### config.mk
export PLATFORM = sky130hd
export DESIGN_NAME = lcc_codec
export DESIGN_NICKNAME = d
export VERILOG_FILES = /design/src/verilog/lcc_pkg.sv /design/src/verilog/lcc_codec.sv /design/src/verilog/lcc_delay.sv /design/src/verilog/lcc_cc_rx.sv
export SDC_FILE = /design/constraint.sdc
export NUM_CORES = 1
export LEC_CHECK = 0
export BUFFER_PORTS_ARGS = -buffer_cell sky130_fd_sc_hd__buf_2
export CORE_MARGIN = 2
export CORE_UTILIZATION = 58
export CTS_CLUSTER_DIAMETER = 50
export DETAILED_ROUTE_END_ITERATION = 6
export GPL_TIMING_DRIVEN = 0
export HOLD_SLACK_MARGIN = 0.02
export PLACE_DENSITY = 0.85
export SETUP_SLACK_MARGIN = 0.3
export SKIP_LAST_GASP = 1
export SYNTH_ARGS = -nofsm -noshare
export SYNTH_HDL_FRONTEND = slang
export SYNTH_HIERARCHICAL = 1
export SYNTH_SLANG_ARGS = --single-unit
### constraint.sdc
create_clock -name clock -period 8.3 [get_ports clock]
set_clock_uncertainty 0.15 [all_clocks]
set_input_delay 1.245 -clock clock [delete_from_list [all_inputs] [get_ports clock]]
set_output_delay 1.245 -clock clock [all_outputs]
set_load 0.05 [all_outputs]
### src/verilog/lcc_pkg.sv
// package: constants and carriers for the loopback and sync clock codec
`default_nettype none
package lcc_pkg;
    // ---------------------------------------------------------------
    // register map
    // ---------------------------------------------------------------
    localparam logic [7:0] LOOP_CTRL_OFFSET = 8'h20;
    localparam logic [7:0] MODE_CTRL_OFFSET = 8'h24;
    localparam logic [7:0] STATUS_OFFSET    = 8'h28;
    localparam logic [7:0] LOOP_CTRL_RESET  = 8'h00;
    localparam logic [7:0] MODE_CTRL_RESET  = 8'h00;
    localparam int REMOTE_LOOP_BIT = 2;
    localparam int LOCAL_LOOP_BIT  = 3;
    // mode control fields
    localparam int MODE_LSB       = 0;
    localparam int FMT400_BIT     = 2;
    localparam int JA_ENABLE_BIT  = 3;
    localparam int HW_MODE_BIT    = 4;
    // status fields
    localparam int ST_RX8K_BIT    = 0;
    localparam int ST_RX400_BIT   = 1;
    localparam int ST_SYNCLOCK_BIT = 2;

    // ---------------------------------------------------------------
    // timing at 100 MHz
    // ---------------------------------------------------------------
    localparam int CLK_KHZ        = 100000;
    localparam int BIT_KHZ        = 64;
    localparam int SQ_KHZ         = 6312;
    localparam int BIT_CYCLES     = CLK_KHZ / BIT_KHZ;
    localparam int HALF_BIT       = BIT_CYCLES / 2;
    localparam int SQ_HALF        = CLK_KHZ / (2 * SQ_KHZ);
    localparam int BITS_PER_8K    = 8;
    localparam int FRAMES_PER_400 = 20;
    localparam int SYNC_TIMEOUT   = 2 * BITS_PER_8K;
    localparam int JA_DEPTH       = 4;

    typedef enum logic [1:0] {
        MODE_OFF, MODE_CC64, MODE_SQ6312
    } lcc_mode_t;

    typedef struct packed {
        logic pos;
        logic neg;
    } lcc_line_t;
endpackage : lcc_pkg
`default_nettype wire

### src/verilog/lcc_codec.sv
// top: loopback steering, composite clock codec and 6312 kHz sync output
// Notes on behaviour
// - remote loop bit sends received line data to the transmit line unit
// - in remote loop the receive path still runs; formatter data is dropped
// - local loop feeds transmitted data into the receive path
// - locally looped data passes the jitter attenuator when it is enabled
// - composite receive recovers 64k, 8k and 400 Hz clocks
// - subrate clocks come from presence or absence of violations
// - violation every 8k frame; 400 Hz variant omits one per period
// - two formats: 64k+8k and 64k+8k+400
// - composite transmit makes 64k bipolar waveform with placed violations
// - violations align to the transmit 8k sync input when present
// - without sync input, violations free run at 8k
// - 6312 kHz receive mode outputs a square wave on receive clock
// - 6312 kHz mode leaves 8k and 400 Hz outputs undriven
// - transmit clock out is synth square, or recovered clock in remote loop
// - 6312 kHz mode leaves transmit line pair undriven
//
// Implementation choice: register access over Wishbone.
`timescale 1ns/1ps
`default_nettype none
module lcc_codec (
    input  wire logic               clock,
    input  wire logic               rst,
    // classic wishbone slave
    input  wire logic               wb_cyc_i,
    input  wire logic               wb_stb_i,
    input  wire logic               wb_we_i,
    input  wire logic [7:0]         wb_adr_i,
    input  wire logic [3:0]         wb_sel_i,
    input  wire logic [31:0]        wb_dat_i,
    output logic      [31:0]        wb_dat_o,
    output logic                    wb_ack_o,
    // hardware control
    input  wire logic               remote_loop_pin,
    // receive line pair (sliced marks)
    input  wire logic               receive_line_tip,
    input  wire logic               receive_line_ring,
    // transmit formatter data and sync
    input  wire lcc_pkg::lcc_line_t fmt_tx_data,
    input  wire logic               transmit_8k_sync_in,
    input  wire logic               recovered_rx_clock,
    // transmit line pair
    output logic                    transmit_line_tip,
    output logic                    transmit_line_ring,
    output logic                    transmit_line_oe,
    output logic                    transmit_clock_out,
    // receive side outputs
    output lcc_pkg::lcc_line_t      framer_rx_data,
    output logic                    receive_clock_out,
    output logic                    receive_8k_sync_out,
    output logic                    receive_8k_sync_oe,
    output logic                    receive_400_out,
    output logic                    receive_400_oe
);
    import lcc_pkg::*;

    // ---------------------------------------------------------------
    // registers
    // ---------------------------------------------------------------
    logic [7:0] loopback_control_q;
    logic [7:0] mode_q;
    logic       ack_q;
    logic [31:0] rdat_q;
    logic       remote_loop_enable;
    logic       local_loop_enable;
    lcc_mode_t  mode;
    logic       hw_mode;
    logic       wr_en;
    logic [7:0] status;
    logic       rx8k;
    logic       rx400;
    logic       rx64;
    logic       sync_lock_q;

    assign hw_mode = mode_q[HW_MODE_BIT];
    assign remote_loop_enable = hw_mode ? remote_loop_pin
                                        : loopback_control_q[REMOTE_LOOP_BIT];
    assign local_loop_enable  = hw_mode ? 1'b0 : loopback_control_q[LOCAL_LOOP_BIT];
    assign mode = (mode_q[1:0] == 2'h1) ? MODE_CC64 :
                  (mode_q[1:0] == 2'h2) ? MODE_SQ6312 : MODE_OFF;
    assign wr_en = wb_cyc_i && wb_stb_i && wb_we_i && !ack_q && wb_sel_i[0];
    assign status = {5'h00, sync_lock_q, rx400, rx8k};

    always_ff @(posedge clock) begin
        if (rst) begin
            loopback_control_q <= LOOP_CTRL_RESET;
            mode_q             <= MODE_CTRL_RESET;
        end else if (wr_en) begin
            // unused bits are stored as written; software keeps them zero
            if (wb_adr_i == LOOP_CTRL_OFFSET) begin
                loopback_control_q <= wb_dat_i[7:0];
            end
            if (wb_adr_i == MODE_CTRL_OFFSET) begin
                mode_q <= wb_dat_i[7:0];
            end
        end
    end

    // one wait state; ack drops the cycle after it is given
    always_ff @(posedge clock) begin
        if (rst) begin
            ack_q  <= 1'b0;
            rdat_q <= '0;
        end else begin
            ack_q  <= wb_cyc_i && wb_stb_i && !ack_q;
            rdat_q <= '0;
            if (wb_cyc_i && wb_stb_i && !ack_q) begin
                unique case (wb_adr_i)
                    LOOP_CTRL_OFFSET: rdat_q <= {24'h000000, loopback_control_q};
                    MODE_CTRL_OFFSET: rdat_q <= {24'h000000, mode_q};
                    STATUS_OFFSET:    rdat_q <= {24'h000000, status};
                    default:          rdat_q <= '0;
                endcase
            end
        end
    end
    assign wb_ack_o = ack_q;
    assign wb_dat_o = rdat_q;

    // ---------------------------------------------------------------
    // composite clock transmit generator
    // ---------------------------------------------------------------
    logic [10:0] bit_cnt_q;
    logic [2:0] bit_idx_q;
    logic [4:0] frame_idx_q;
    logic       pol_q;
    logic       sync_d1_q;
    logic [4:0] sync_age_q;
    logic       sync_rise;
    lcc_line_t  cc_sym_q;
    logic       bit_tick;
    logic       omit;

    assign sync_rise = transmit_8k_sync_in && !sync_d1_q;
    assign bit_tick  = (bit_cnt_q == 11'(BIT_CYCLES - 1));
    // 400 Hz format drops the violation of one frame in twenty
    assign omit = mode_q[FMT400_BIT] && (frame_idx_q == '0);

    always_ff @(posedge clock) begin
        if (rst) begin
            sync_d1_q   <= 1'b0;
            sync_age_q  <= '0;
            sync_lock_q <= 1'b0;
        end else begin
            sync_d1_q <= transmit_8k_sync_in;
            if (sync_rise) begin
                sync_age_q  <= '0;
                sync_lock_q <= 1'b1;
            end else if (bit_tick && sync_age_q != 5'(SYNC_TIMEOUT)) begin
                sync_age_q <= sync_age_q + 5'h01;
            end else if (sync_age_q == 5'(SYNC_TIMEOUT)) begin
                sync_lock_q <= 1'b0;
            end
        end
    end

    always_ff @(posedge clock) begin
        if (rst) begin
            bit_cnt_q   <= '0;
            bit_idx_q   <= '0;
            frame_idx_q <= '0;
            pol_q       <= 1'b0;
            cc_sym_q    <= '0;
        end else if (mode != MODE_CC64) begin
            bit_cnt_q <= '0;
            cc_sym_q  <= '0;
        end else begin
            if (sync_rise && sync_lock_q) begin
                bit_cnt_q <= '0;
                bit_idx_q <= '0;
            end else if (bit_tick) begin
                bit_cnt_q <= '0;
                bit_idx_q <= bit_idx_q + 3'h1;
                if (bit_idx_q == 3'(BITS_PER_8K - 1)) begin
                    frame_idx_q <= (frame_idx_q == 5'(FRAMES_PER_400 - 1)) ? '0 : frame_idx_q + 5'h01;
                end
            end else begin
                bit_cnt_q <= bit_cnt_q + 11'h001;
            end
            // mark for first 5/8 of the bit, space for the rest
            if (bit_cnt_q == '0) begin
                // violation repeats the last polarity on bit 0 of a frame
                if (bit_idx_q == '0 && !omit) begin
                    cc_sym_q <= pol_q ? 2'b10 : 2'b01;
                end else begin
                    cc_sym_q <= pol_q ? 2'b01 : 2'b10;
                    pol_q    <= !pol_q;
                end
            end else if (bit_cnt_q == 11'(BIT_CYCLES * 5 / 8)) begin
                cc_sym_q <= '0;
            end
        end
    end

    // ---------------------------------------------------------------
    // 6312 kHz square wave synthesis
    // ---------------------------------------------------------------
    logic [3:0] sq_cnt_q;
    logic       sq_q;
    always_ff @(posedge clock) begin
        if (rst) begin
            sq_cnt_q <= '0;
            sq_q     <= 1'b0;
        end else if (sq_cnt_q == 4'(SQ_HALF - 1)) begin
            sq_cnt_q <= '0;
            sq_q     <= !sq_q;
        end else begin
            sq_cnt_q <= sq_cnt_q + 4'h1;
        end
    end

    // ---------------------------------------------------------------
    // loopback steering
    // ---------------------------------------------------------------
    lcc_line_t rx_line;
    lcc_line_t tx_src;
    lcc_line_t tx_line_d;
    lcc_line_t ja_out;
    lcc_line_t local_fb;
    lcc_line_t rx_path;
    lcc_line_t tx_q;

    assign rx_line = '{pos: receive_line_tip, neg: receive_line_ring};
    assign tx_src  = (mode == MODE_CC64) ? cc_sym_q : fmt_tx_data;
    // remote loop replaces formatter data with received data
    assign tx_line_d = remote_loop_enable ? rx_line : tx_src;

    lcc_delay u_ja (
        .clock (clock),
        .rst   (rst),
        .din   (tx_q),
        .dout  (ja_out)
    );
    assign local_fb = mode_q[JA_ENABLE_BIT] ? ja_out : tx_q;
    assign rx_path  = local_loop_enable ? local_fb : rx_line;

    lcc_cc_rx u_rx (
        .clock    (clock),
        .rst      (rst),
        .line_in  (rx_path),
        .clk64_q  (rx64),
        .clk8k_q  (rx8k),
        .clk400_q (rx400)
    );

    always_ff @(posedge clock) begin
        if (rst) begin
            tx_q               <= '0;
            transmit_line_tip  <= 1'b0;
            transmit_line_ring <= 1'b0;
            transmit_line_oe   <= 1'b0;
            transmit_clock_out <= 1'b0;
        end else begin
            tx_q               <= tx_line_d;
            transmit_line_tip  <= tx_line_d.pos;
            transmit_line_ring <= tx_line_d.neg;
            transmit_line_oe   <= (mode != MODE_SQ6312);
            transmit_clock_out <= remote_loop_enable ? recovered_rx_clock : sq_q;
        end
    end

    // receive outputs; framer keeps seeing received data in remote loop
    always_ff @(posedge clock) begin
        if (rst) begin
            framer_rx_data      <= '0;
            receive_clock_out   <= 1'b0;
            receive_8k_sync_out <= 1'b0;
            receive_8k_sync_oe  <= 1'b0;
            receive_400_out     <= 1'b0;
            receive_400_oe      <= 1'b0;
        end else begin
            framer_rx_data      <= rx_path;
            receive_clock_out   <= (mode == MODE_SQ6312) ? sq_q : rx64;
            receive_8k_sync_out <= rx8k;
            receive_400_out     <= rx400;
            receive_8k_sync_oe  <= (mode != MODE_SQ6312);
            receive_400_oe      <= (mode != MODE_SQ6312);
        end
    end
endmodule : lcc_codec
`default_nettype wire

### src/verilog/lcc_delay.sv
// jitter attenuator stand-in: fixed delay line for line symbols
`timescale 1ns/1ps
`default_nettype none
module lcc_delay (
    input  wire logic              clock,
    input  wire logic              rst,
    input  wire lcc_pkg::lcc_line_t din,
    output lcc_pkg::lcc_line_t      dout
);
    import lcc_pkg::*;
    lcc_line_t stage_q [JA_DEPTH];
    genvar i;
    generate
        for (i = 0; i < JA_DEPTH; i++) begin : g_stage
            always_ff @(posedge clock) begin
                if (rst) begin
                    stage_q[i] <= '0;
                end else begin
                    stage_q[i] <= (i == 0) ? din : stage_q[(i == 0) ? 0 : i - 1];
                end
            end
        end
    endgenerate
    assign dout = stage_q[JA_DEPTH-1];
endmodule : lcc_delay
`default_nettype wire

### src/verilog/lcc_cc_rx.sv
// composite clock receive decoder: recovers 64k, 8k and 400 Hz
`timescale 1ns/1ps
`default_nettype none
module lcc_cc_rx (
    input  wire logic               clock,
    input  wire logic               rst,
    input  wire lcc_pkg::lcc_line_t line_in,
    output logic                    clk64_q,
    output logic                    clk8k_q,
    output logic                    clk400_q
);
    import lcc_pkg::*;
    lcc_line_t prev_q;
    logic      last_pol_q;      // polarity of last mark
    logic [4:0] frame_q;
    logic [3:0] gap_q;
    logic       mark;
    logic       viol;
    assign mark = (line_in.pos ^ line_in.neg) && !(prev_q.pos || prev_q.neg);
    // violation: mark with same polarity as the previous mark
    assign viol = mark && (line_in.pos == last_pol_q);
    always_ff @(posedge clock) begin
        if (rst) begin
            prev_q     <= '0;
            last_pol_q <= 1'b0;
            clk64_q    <= 1'b0;
        end else begin
            prev_q <= line_in;
            if (mark) begin
                last_pol_q <= line_in.pos;
                clk64_q    <= 1'b1;
            end else if (!(line_in.pos || line_in.neg)) begin
                clk64_q <= 1'b0;
            end
        end
    end
    // 8k from violations; a missing violation marks the 400 Hz epoch
    always_ff @(posedge clock) begin
        if (rst) begin
            gap_q    <= '0;
            frame_q  <= '0;
            clk8k_q  <= 1'b0;
            clk400_q <= 1'b0;
        end else if (mark) begin
            if (viol) begin
                gap_q   <= '0;
                clk8k_q <= 1'b1;
            end else begin
                gap_q   <= gap_q + 4'h1;
                if (gap_q == 4'(BITS_PER_8K/2 - 1)) begin
                    clk8k_q <= 1'b0;
                end
                if (gap_q == 4'(BITS_PER_8K - 1)) begin
                    gap_q    <= '0;
                    frame_q  <= '0;
                    clk400_q <= 1'b1;
                end
            end
            if (viol) begin
                frame_q <= (frame_q == 5'(FRAMES_PER_400 - 1)) ? '0 : frame_q + 5'h01;
                if (frame_q == 5'(FRAMES_PER_400/2 - 1)) begin
                    clk400_q <= 1'b0;
                end
            end
        end
    end
endmodule : lcc_cc_rx
`default_nettype wire

Word-level counts from Yosys, hierarchy flattened
Memories as Yosys holds them, arrays and structs flattened.
Index checks and enable logic that the tools add are counted.
{"block": "totals", "regBits": 105, "output_inout_bits": 44, "n_memories": 1, "ram_bits": 8}
{"memory": "u_ja.stage_q", "words": 4, "width": 2, "read_ports": 4, "rd_clocked_by_memory_dff": 0, "write_ports": 4, "line_no": "lcc_delay.sv:11", "text": "lcc_line_t stage_q [JA_DEPTH];"}
{"block": "classes", "n_reduce_logical": 41, "n_addsub": 7, "muxes": 42, "bitwise": 9, "n_eq_ne": 23}
{"operator": "two-way mux 2 bit", "n": 15}
{"operator": "== test 8 x 6 -> 1 bit, second input constant", "n": 3}
{"operator": "one-hot mux 8 bit (3 select lines)", "n": 1}
{"operator": "two-way mux 5 bit", "n": 4}
{"operator": "two-way mux 1 bit", "n": 18}
{"operator": "adder 5 x 1 -> 5 bit, second input constant", "n": 3}
{"operator": "== test 5 bit, second input constant", "n": 3}
{"operator": "logical AND 1 bit", "n": 12}
{"operator": "AND reduction 2 bit", "n": 6}
{"operator": "adder 11 x 1 -> 11 bit, second input constant", "n": 1}
{"operator": "== test 11 x 10 -> 1 bit, second input constant", "n": 1}
{"operator": "== test 11 bit, second input constant", "n": 1}
{"operator": "logical NOT 11 bit", "n": 1}
{"operator": "nonzero test 2 bit", "n": 5}
{"operator": "adder 4 x 1 -> 4 bit, second input constant", "n": 2}
{"operator": "== test 4 x 3 -> 1 bit, second input constant", "n": 2}
{"operator": "two-way mux 4 bit", "n": 2}
{"operator": "OR reduction 2 bit", "n": 4}
{"operator": "logical NOT 1 bit", "n": 6}
{"operator": "two-way mux 3 bit", "n": 2}
{"operator": "== test 5 x 4 -> 1 bit, second input constant", "n": 1}
{"operator": "logical NOT 5 bit", "n": 1}
{"operator": "inequality test 5 bit, second input constant", "n": 1}
{"operator": "== test 2 x 1 -> 1 bit, second input constant", "n": 2}
{"operator": "15 further kinds", "n": 25}

Longest topological paths before layout
An unclocked memory read counts as a cell.
{"block": "depth", "ltp_word": 9, "ltp_mapped": 10}

By module
The synthesis kept the hierarchy.
{"module": "lcc_codec", "area_each_um2": 3309.4, "cells_each": 366, "n_inst": 1}
{"module": "lcc_cc_rx", "area_each_um2": 724.4, "cells_each": 82, "n_inst": 1}
{"module": "lcc_delay", "area_each_um2": 225.2, "cells_each": 18, "n_inst": 1}

Least setup slack after synthesis
OpenSTA, ideal clock, no wires.
{"block": "synth_path", "kind": "input port to flip-flop", "startpoint": "input receive_line_tip", "endpoint": "register u_rx.clk8k_q", "t_arrival_ns": 2.929, "required_time_ns": 8.022, "setup_ns": 0.128, "stages": 8, "path_slack_ns": 5.093, "path_cell_list": "nand2_1 o21ai_0 inv_1 ha_1 or3b_1 or4b_1 a21oi_1 nor2_1"}
{"element": "start: declaration", "line_no": "lcc_codec.sv:37", "text": "input wire logic receive_line_tip,"}
{"element": "end signal: assignment", "line_no": "lcc_cc_rx.sv:42", "text": "clk8k_q <= 1'b0;"}
{"element": "end signal: assignment", "line_no": "lcc_cc_rx.sv:47", "text": "clk8k_q <= 1'b1;"}
{"element": "end signal: assignment", "line_no": "lcc_cc_rx.sv:51", "text": "clk8k_q <= 1'b0;"}
{"element": "end: declaration", "line_no": "lcc_cc_rx.sv:9", "text": "output logic clk8k_q,"}

==> out/metrics.yaml <==
finish:
  fillers: 604
  final_nets: 619
  fin_util_pct: 68.14
  antenna_cells: 0
  drive_gt1_share_pct: 19.57
  syn2layout_area_growth_pct: 14.81
sta:
  tightest_slew_ns: 0.7765
  rsz0062_at_grt: "no"
  setup_viol: 0
  fmax_ghz: 0.3154
  tns_ns: 0
  fin_crit_ns: 3.171
  slew_viol_final: 0
  period_share_pct: 38.21
  hold_viol: 0
  slew_headroom_pct: 47.84
clock_tree:
  clock_latency_ns: 0.36
  cts_tree: "yes"
  cts.sinks: 91
  clkSlewWorstSetupHoldPaths_ns: 0.10
  ctsHtreeMaxLevel: 3
  ctsHoldBuffers: 0
  cts_buffers: 9
  cts_root_buffer: "clkbuf_8"
  post_cts_buffers: 0
  max-clock-path-buffers: 2
  post_cts_resized: 0
yosys:
  synth_edf_count: 0
  ys_ff_latch: 91
  netlist_area_um2: 4259
  ys_types: 60
  ys_warn_count: 6
  yosys-top-cells-area: "dfxtp_1 (43%), mux2i_1 (7.5%), buf_4 (5.1%)"
  netlist_instances: 466
  synthFlopType: "dfxtp_1"
  synth_area_leader_cell: "dfxtp_1"
  synth_top_area_share_pct: 42.77
  syn_avg_cell_area_um2: 9.140
  yosysSeqAreaShare_pct: 42.77
  ys_async_sr_fraction_pct: 0
route:
  avgViaCountPerCell: 5.226
  num_vias: 3402
  post_drt_wl_per_cell_um: 13.37
  drc: 0
  drtIter0Drc: 107
  routed_wl_um: 8707
  detail-route-antenna-nets: 0
  firstDrtPassIters: 4
floorplanning:
  chipHeight_um: 89.69
  initial_utilization_pct: 59.35
  dieWidth_um: 89.69
  ioPinCount: 100
  rows: 31
  dieArea_um2: 8044
  core_um2: 7176
setup_path:
  cp_max_fo: 5
  crit_type: "in -> reg"
  worstPathRequired_ns: 8.45
  start_kind: "primary input"
  cp-end-kind: "flop"
  arrival_ns: 3.32
min_path:
  hold_class: "reg -> reg"
global_routing:
  track_usage_pct: 22.36
  grt_antenna_before_repair: 0
  gr-usage-met3_pct: 3.473
  grt_pass1_vias: 3146
  top_usage_layer: "met2"
  grt_use_met1_pct: 26.61
  overflow: 0
  use_met2_pct: 40.24
  grt_pass1_wl_um: 13990
  grt_max_degree: 18
run_status:
  status: "completed"
placement:
  place.gp.congestion: 0.8056
  port_buffers: 47
  hpwlAfterDp_um: 6494
power_and_ir_drop:
  irDropWorstVdd_uv: 113.7
  leakage_nw: 2.046
  powerDensity_nw_per_um2: 167.5
job:
  drv_cap: 0
kinds of logic after synthesis:
family	count (synthesis)	synth area share (%)
and+or+nand+nor	191	24.50
DFF	91	42.77
buffers and inverters	63	8.549
AOI/OAI and AO/OA	56	8.285
muxes	34	8.049
adders and majority gates	16	4.700
xor gates and xnor gates	14	3.055
other	1	0.08805
metal layers:
layer | share of wire (%) | vias up | wire [um]
met3 | 4.1 | 12 | 356
met5 | 0 | - | 0
met2 | 51 | 84 | 4398
met4 | 1.4 | 0 | 126
met1 | 44 | 1595 | 3825
li1 | - | 1711 | -
layout by cell type (no fill, tap or decap), types with 4 or more instances in the layout:
master / instances
xnor2_1: 10
ha_1: 16
a21oi_1: 22
nor3_1: 13
nand2b_1: 7
nand4_1: 7
nand2_1: 41
mux2i_1: 32
nor2_1: 46
dfxtp_1: 91
buf_4: 29
buf_2: 48
nor2b_1: 17
conb_1: 24
inv_1: 20
clkinvlp_4: 4
clkbuf_1: 10
nand3b_1: 8
nand3_1: 13
o21ai_0: 12
or4_1: 7
clkbuf_8: 10
power by group:
group / switching, mW / internal [mW] / leakage (nW)
logic: 0.0617 / 0.0281 / 1.23
registers: 0.00552 / 0.444 / 0.738
clock network: 0.166 / 0.113 / 0.0815
total: 0.233 / 0.585 / 2.05
worst paths after layout:
path | start | endpoint | slack (ns) | depth (start not counted)
setup / recovery | receive_line_tip | u_rx/frame_q[0] | 5.13 | 9
hold / removal | u_ja/stage_q[0][0] | u_ja/stage_q[0][2] | 0.28 | 1
hold reg to reg | u_ja/stage_q[0][0] | u_ja/stage_q[0][2] | 0.28 | 1
setup reg to reg | mode_q[4] | u_rx/frame_q[0] | 5.28 | 8
Yosys cell counts (all sizes together) (2+ instances only):
cell and instances:
buf 32, nand4b 3, nor2b 17, a31o 2
nand2 43, dfxtp 91, o31ai 2, a311oi 2
o21ai 12, nor2 46, nor4 3, nand3b 8
or2 3, mux2i 32, ha 16, xnor2 10
and2 4, nor3 13, or4 7, nor4b 3
clkbuf 11, nand3 14, o21a 3, a21oi 22
xor2 4, a32o 2, mux2 2, nor3b 2
or3 2, nand4 7, and3 3, inv 20
nand2b 7, a211oi 2
worst max-delay path: stages:
cell and delay (ns):
buf_2 0.10, nand2_1 0.05, o21ai_0 0.23, inv_1 0.13, ha_1 0.31, or3b_1 0.42
nor3_1 0.46, o31ai_1 0.20, o22ai_1 0.17
sequential cells by signal (all words and copies together) (netlist names), 2 cells and up:
| register | flops |
|---|---|
| loopback_control_q | 8 |
| tx_q | 2 |
| mode_q | 8 |
| wb_dat_o | 8 |
| bit_cnt_q | 11 |
| cc_sym_q | 2 |
| sync_age_q | 5 |
| u_ja/stage_q | 8 |
| bit_idx_q | 3 |
| u_rx/gap_q | 4 |
| sq_cnt_q | 4 |
| frame_idx_q | 5 |
| u_rx/frame_q | 5 |
| framer_rx_data | 2 |
| u_rx/prev_q | 2 |
through the flow:
stage	hold slack (ns)	total power, mW	cells	worst slack, ns	area [um^2]
after floorplan	0.2638	0.5287	489	5.093	4345
after global placement	0.2653	0.5464	635	4.797	4705
after CTS	0.2873	0.8235	651	5.158	4890
final	0.2783	0.8188	651	5.129	4890
after global routing	0.2993	0.8528	651	4.999	4890
after detailed placement	0.2760	0.5483	635	4.779	4705
area by class of cell:
class | instances | area [um^2] | area share (%)
clock inverter | 7 | 61.31 | 1.254
inverter | 20 | 75.07 | 1.535
clock buffer | 9 | 123.9 | 2.533
buffer | 43 | 289.0 | 5.911
tap | 99 | 123.9 | 2.533
timing repair buffer | 47 | 235.2 | 4.811
sequential | 91 | 1822 | 37.26
multi-input combinational | 335 | 2160 | 44.17
Power figures use the tool's default switching activity.
